`config.mk`:
```
export PLATFORM = sky130hd
export DESIGN_NAME = flag_alu
export DESIGN_NICKNAME = d
export VERILOG_FILES = /design/src/logic/cpu_regs_pkg.sv /design/src/logic/flag_alu.sv
export SDC_FILE = /design/constraint.sdc
export NUM_CORES = 1
export LEC_CHECK = 0
export BUFFER_PORTS_ARGS = -buffer_cell sky130_fd_sc_hd__buf_2
export CAP_MARGIN = 20
export CORE_AREA = 2 2 56 84
export DETAILED_ROUTE_END_ITERATION = 7
export DIE_AREA = 0 0 58 86
export GPL_TIMING_DRIVEN = 1
export SYNTH_ARGS = -nofsm -noshare
export SYNTH_HDL_FRONTEND = slang
export SYNTH_SLANG_ARGS = --single-unit
```
`constraint.sdc`:
```
create_clock -name vclk -period 4.15
set_clock_uncertainty 0.1 [all_clocks]
set_input_delay 0.415 -clock vclk [all_inputs]
set_output_delay 0.415 -clock vclk [all_outputs]
set_load 0.1 [all_outputs]
```
`src/logic/cpu_regs_pkg.sv`:
```
// constants, opcodes and register map of the core register model
package cpu_regs_pkg;

  // ----------------------------------------------------------------
  // widths
  // ----------------------------------------------------------------
  localparam int DATA_W = 8;
  localparam int X_W    = 12;
  localparam int PC_W   = 11;
  localparam int SP_W   = 4;

  // ----------------------------------------------------------------
  // memory-mapped offsets (data space)
  // ----------------------------------------------------------------
  localparam logic [7:0] XHI_OFS = 8'hbe;
  localparam logic [7:0] XLO_OFS = 8'hbf;
  localparam logic [7:0] SP_OFS  = 8'hbd;
  localparam logic [7:0] SR_OFS  = 8'hbc;

  // ----------------------------------------------------------------
  // reset values and stack layout
  // ----------------------------------------------------------------
  localparam logic [11:0] PC_RESET   = 12'h800;
  localparam logic [3:0]  SP_RESET   = 4'hf;
  localparam logic [3:0]  STACK_PAGE = 4'h3;
  localparam logic [3:0]  PUSH_STEP  = 4'h2;
  localparam logic [7:0]  A_RESET    = 8'h00;
  localparam logic [11:0] X_RESET    = 12'h000;
  localparam logic [7:0]  SR_RESET   = 8'h00;
  localparam int          INT_ENTRY_CYCLES = 5;

  // ----------------------------------------------------------------
  // status byte layout; bits 6 and 7 read zero
  // ----------------------------------------------------------------
  localparam int SR_C = 0;
  localparam int SR_H = 1;
  localparam int SR_Z = 2;
  localparam int SR_N = 3;
  localparam int SR_G = 4;
  localparam int SR_R = 5;
  localparam logic [7:0] SR_WMASK = 8'h1f;

  // ----------------------------------------------------------------
  // operations issued by the sequencer
  // ----------------------------------------------------------------
  typedef enum logic [4:0] {
    nop_op, ld_a_op, add_op, adc_op, subc_op, and_op, or_op, xor_op,
    inc_a_op, dec_a_op, clr_a_op, rlc_op, rrc_op, set_carry_op,
    clr_carry_op, load_carry_op, invert_carry_op, ld_x_op, inc_x_op,
    dec_x_op, set_g_op, clr_g_op, jmp_op, step_op, idx_read_op,
    idx_write_op, call_subroutine_op, subroutine_exit_op,
    interrupt_exit_op, software_trap_op
  } op_t;

endpackage

```
`src/logic/flag_alu.sv`:
```
// accumulator arithmetic, logic, rotate and carry manipulation
`timescale 1ns/1ps
`default_nettype none
module flag_alu (
  input  wire  cpu_regs_pkg::op_t op,
  input  wire  logic [7:0]        a,
  input  wire  logic [7:0]        b,
  input  wire  logic              c_in,
  output logic [7:0]              res,
  output logic                    c_out,
  output logic                    h_out,
  output logic                    wr_a,
  output logic                    wr_c,
  output logic                    wr_h
);
  import cpu_regs_pkg::*;

  logic [7:0] bx;
  logic       cin;
  logic       arith;
  logic [8:0] sum9;
  logic [4:0] lo5;

  always_comb begin
    bx    = b;
    cin   = 1'b0;
    arith = 1'b0;
    res   = a;
    c_out = c_in;
    h_out = 1'b0;
    wr_a  = 1'b0;
    wr_c  = 1'b0;
    wr_h  = 1'b0;
    case (op)
      add_op: arith = 1'b1;
      adc_op: begin
        arith = 1'b1;
        cin   = c_in;
      end
      // subtract as add of the complement; carry out low means borrow
      subc_op: begin
        arith = 1'b1;
        bx    = ~b;
        cin   = c_in;
      end
      ld_a_op:  begin res = b;       wr_a = 1'b1; end
      and_op:   begin res = a & b;   wr_a = 1'b1; end
      or_op:    begin res = a | b;   wr_a = 1'b1; end
      xor_op:   begin res = a ^ b;   wr_a = 1'b1; end
      inc_a_op: begin res = a + 8'h01; wr_a = 1'b1; end
      dec_a_op: begin res = a - 8'h01; wr_a = 1'b1; end
      clr_a_op: begin res = 8'h00;   wr_a = 1'b1; end
      rlc_op: begin
        res   = {a[6:0], c_in};
        c_out = a[7];
        wr_a  = 1'b1;
        wr_c  = 1'b1;
      end
      rrc_op: begin
        res   = {c_in, a[7:1]};
        c_out = a[0];
        wr_a  = 1'b1;
        wr_c  = 1'b1;
      end
      set_carry_op:    begin c_out = 1'b1;  wr_c = 1'b1; end
      clr_carry_op:    begin c_out = 1'b0;  wr_c = 1'b1; end
      load_carry_op:   begin c_out = b[0];  wr_c = 1'b1; end
      invert_carry_op: begin c_out = ~c_in; wr_c = 1'b1; end
      default: ;
    endcase
    sum9 = {1'b0, a} + {1'b0, bx} + {8'h00, cin};
    lo5  = {1'b0, a[3:0]} + {1'b0, bx[3:0]} + {4'h0, cin};
    if (arith) begin
      res   = sum9[7:0];
      c_out = sum9[8];
      h_out = lo5[4];
      wr_a  = 1'b1;
      wr_c  = 1'b1;
      wr_h  = 1'b1;
    end
  end

endmodule
`default_nettype wire

```
Yosys cells after proc, flatten, opt, wreduce, memory -nomap -nowiden

Cells that the tools add are included.

Equality and inequality tests: 16
Reductions and logical operators: 4
Mux-type cells: 13
Bitwise gates (word level): 5
Add/subtract/negate cells: 6

Operators with widths:

| cell                  | number |
|---|---|
| $pmux W8 S9           | 1 |
| $eq A5 B4 Y1 const B  | 8 |
| $eq A5 B3 Y1 const B  | 4 |
| $mux W8               | 2 |
| $eq A5 B2 Y1 const B  | 2 |
| $add A8 B8 Y9         | 1 |
| $add A9 B1 Y9         | 1 |
| $mux W1               | 9 |
| $reduce_or A9 Y1      | 1 |
| $add A8 B1 Y8 const B | 1 |
| $and A8 B8 Y8         | 1 |
| $not A8 Y8            | 1 |
| $or A8 B8 Y8          | 1 |
| $sub A8 B1 Y8 const B | 1 |
| $xor A8 B8 Y8         | 1 |
| $pmux W1 S6           | 1 |
| $reduce_or A6 Y1      | 1 |
| $add A4 B4 Y5         | 1 |
| $add A5 B1 Y5         | 1 |
| $eq A5 B1 Y1 const B  | 1 |
| $eq A5 B5 Y1 const B  | 1 |
| $reduce_or A3 Y1      | 1 |
| $reduce_or A2 Y1      | 1 |
| $not A1 Y1            | 1 |

Output and inout bits: 13
Logic and storage cells: 44
Register bits after elaboration: 0

Logic depth before layout (Yosys ltp)

Word-level depth: 5
Depth in mapped cells: 13

Worst setup path before layout

Ideal clock, no wire load.

Kind: input to output
Start: in op[2]
End: out res[6]
Slack: -785 ps
Data arrival time: 4,420 ps
Stages: 13
Required time: 3,635 ps
Cells stage by stage: buf_2 inv_1 nor2_1 nand2_1 xnor2_1 fa_1 fa_1 a21o_1 a21oi_1 o21bai_1 a21oi_1 xor2_1 a21oi_1

Cells in the longest elaborated chain, start to end: 5
Elaborated cells on any way between the ends: 21

Ends and longest elaborated chain:

| item                                                | line                           | source |
|---|---|---|
| from (decl)                                         | flag_alu.sv:5                  | `input wire cpu_regs_pkg::op_t op,` |
| $eq A5 B3 Y1 / $eq A5 B2 Y1 (equally long branches) | flag_alu.sv:34                 | `case (op)` |
| $mux W8 / $reduce_or A2 Y1 (equally long branches)  | n/a                            |  |
| $add A8 B8 Y9 / $mux W1 (equally long branches)     | flag_alu.sv:71, flag_alu.sv:34 |  |
| $add A9 B1 Y9                                       | flag_alu.sv:71                 | `sum9 = {1'b0, a} + {1'b0, bx} + {8'h00, cin};` |
| $mux W8 *                                           | flag_alu.sv:73                 | `if (arith) begin` |
| to (decl)                                           | flag_alu.sv:9                  | `output logic [7:0] res,` |

Every way passes the cells marked *; elsewhere a longest branch is shown, timed or not.

Final worst setup path

Start: in op[4]
End: out c_out

Cells in the longest elaborated chain, start to end: 5
Elaborated cells on any way between the ends: 18

Ends and longest elaborated chain:

| item                                                | line                           | source |
|---|---|---|
| $eq A5 B3 Y1 / $eq A5 B2 Y1 (equally long branches) | flag_alu.sv:34                 |  |
| $mux W8 / $reduce_or A2 Y1 (equally long branches)  | n/a                            |  |
| $add A8 B8 Y9 / $mux W1 (equally long branches)     | flag_alu.sv:71, flag_alu.sv:34 |  |
| $add A9 B1 Y9                                       | flag_alu.sv:71                 |  |
| $mux W1 *                                           | flag_alu.sv:73                 |  |
| to (decl)                                           | flag_alu.sv:10                 | `output logic c_out,` |

Marked as above.

==> reports/metrics.yaml <==
clocking:
  cts_setup_buffers: 0
  cts_resized: 0
  postCtsHoldBufs: 0
logic_synthesis:
  synth_top_area_share_pct: 20.1
  synth_top_area_cell: "ha_1"
  synth_seq_area_share_pct: 0
  netlist_instances: 254
  syn_nets: 308
  synth_area_um2: 1810
  synth.area.top_cells: "ha_1, a21oi_1, xnor2_1"
  ys_warn_count: 0
  yosysUniqueCellTypes: 51
  avgSynthCellArea_um2: 7.11
route:
  route.detailed.drc: 0
  vias: 1963
  wirelength_mm: 5.57
  viasPerCell: 5.93
  drt-wirelength-per-cell_um: 16.8
  drt_iter0_drc: 75
  ant_nets: 0
  dr.pass1.iters: 4
layout:
  register_area_um2: 0
  finish.instance_area_um2: 2140
  drive_gt1_share_pct: 23.2
  instances_no_fill: 331
  n_fill_cell: 434
  diodes: 0
  final_cell_mix: "buf_2, ha_1, nor2_1"
  nets: 341
  layout_commonest_cell: "buf_2"
  syn_to_final_growth_pct: 18.7
  postLayoutCoreUtil_pct: 50.9
  clkbuf_count: 0
  nFlopsAndLatches: 0
placed_design:
  dp_hpwl_mm: 4.39
  place_ws_ns: 0.257
  dp_cells: 331
  port_buffers: 35
  place_congestion: 0.914
  placed_cell_area_um2: 2140
pwr:
  power_density_nw_per_um2: 167
  vdd_ir_drop_max_v: 0.000162
  leakage_nw: 1.04
  power_mw: 0.359
sta:
  layout_setup_ws_ns: 0.214
  worst_slew_pin_slew_ns: 0.520
  rsz0062_at_grt: "false"
  finalHoldViolations: 0
  timing.final.crit_share_pct: 94.8
  maxSlewHeadroom_pct: 65.2
  timing.hold.ws_ns: 1.33
  drv_slew: 0
  post-route-min-period_ns: 3.94
  fin_setup_tns_ns: 0
  finalSetupViolCount: 0
  achievable-frequency_mhz: 254
worst_setup_path:
  worstPathArrival_ns: 3.42
  path_cells: "buf_2, or2_1, nor2_1, nand2_1, xnor2_1, fa_1, fa_1, a21o_1, a21oi_1, o21a_1, nor2_1, o21ai_0, a21oi_2, buf_2"
  slowest_stage: "fa_1"
  cp_data_required_time_ns: 3.63
  path_class: "in2out"
  cp-start-kind: "input port"
  cp-end-kind: "primary output"
  cp_slowest_stage_delay_ns: 0.43
  cp_max_fo: 4
floorplanning:
  die_area_um2: 4990
  die_y_um: 86
  start_util_pct: 42.9
  std_cell_rows: 29
  io_pins: 35
  core_um2: 4210
  die_w_um: 58
global_route:
  antenna_found_initial: 0
  overflow: 0
  grt_usage_pct: 23.5
  grt_pass1_vias: 2018
  grt_pass1_wl_mm: 9.53
  grt_max_degree: 27
worst_hold_path:
  hold_depth: 4
  hold_end: "res[2]"
  worstHoldPathType: "in2out"
  min_from: "b[2]"
run:
  max_cap_viol_count: 0
outcome:
  status: "finished clean"
==> synth_stat cells, drive strengths merged <==
| cell type | number |
|---|---|
| o21bai | 3 |
| and3 | 2 |
| nor4b | 1 |
| o211ai | 1 |
| o221ai | 1 |
| nand4b | 1 |
| buf | 12 |
| nand3b | 3 |
| a211oi | 1 |
| nand3 | 4 |
| nor3 | 5 |
| nor2 | 23 |
| nand2 | 22 |
| o22ai | 3 |
| o21a | 2 |
| fa | 3 |
| o31ai | 1 |
| ha | 29 |
| xor2 | 7 |
| a221oi | 7 |
| nand2b | 11 |
| mux2i | 3 |
| a221o | 1 |
| or3 | 1 |
| a2bb2oi | 2 |
| a31oi | 2 |
| a2111oi | 2 |
| mux2 | 6 |
| and2 | 1 |
| inv | 22 |
| or2 | 1 |
| a32oi | 2 |
| a22oi | 5 |
| o21ai | 18 |
| nor4 | 2 |
| xnor2 | 12 |
| and3b | 1 |
| a21o | 4 |
| a41oi | 1 |
| a21oi | 24 |
| a222oi | 2 |
==> area by class of cell <==
type / instances / area, µm² / area share, %
timing repair buffer: 43 / 310 / 14.5
tap: 46 / 57.6 / 2.69
multi-input combinational: 220 / 1690 / 79.0
inverter: 22 / 82.6 / 3.85
==> critical path, delay by kind of cell <==
family	cells	cell delay, ns
xor+xnor	1	0.15
buf+inv	2	0.40
simple gates	4	0.56
fa+ha+maj	2	0.84
compound gates	5	1.04
==> kinds of logic (layout without fill, tap and decap cells) <==
kind of cell,Yosys count,count (layout),synth area share [%]
AOI/OAI and AO/OA,82,82,30.4
adders and majority gates,32,32,23.4
and+or+nand+nor,78,78,22.9
buffers and inverters,34,65,8.59
muxes,9,9,5.41
xor gates and xnor gates,19,19,9.22
==> layer usage <==
metal  wire length [µm]  vias up  track usage [%]
met5                  0        -                0
met4                149        0             5.71
met3                219       16            0.452
met2               2850       54             43.8
met1               2350      906             29.1
li1                   -      987                -
==> power by group <==
group	internal (mW)	leakage (nW)	switching, mW	total [mW]
registers	0	0	0	0
logic	0.120	1.04	0.239	0.359
clock network	0	0	0	0
==> worst max-delay path by stage <==
stage                      from     end  slack [ns]  cells after the start
after floorplan           op[2]  res[6]       -0.17                     13
after global placement    op[1]  res[7]        0.30                     11
after detailed placement  op[4]   c_out        0.26                     14
after CTS                 op[4]   c_out        0.25                     14
after global routing      op[4]   c_out     0.00006                     14
final                     op[4]   c_out        0.21                     14
(Power assumes the default switching activity.)
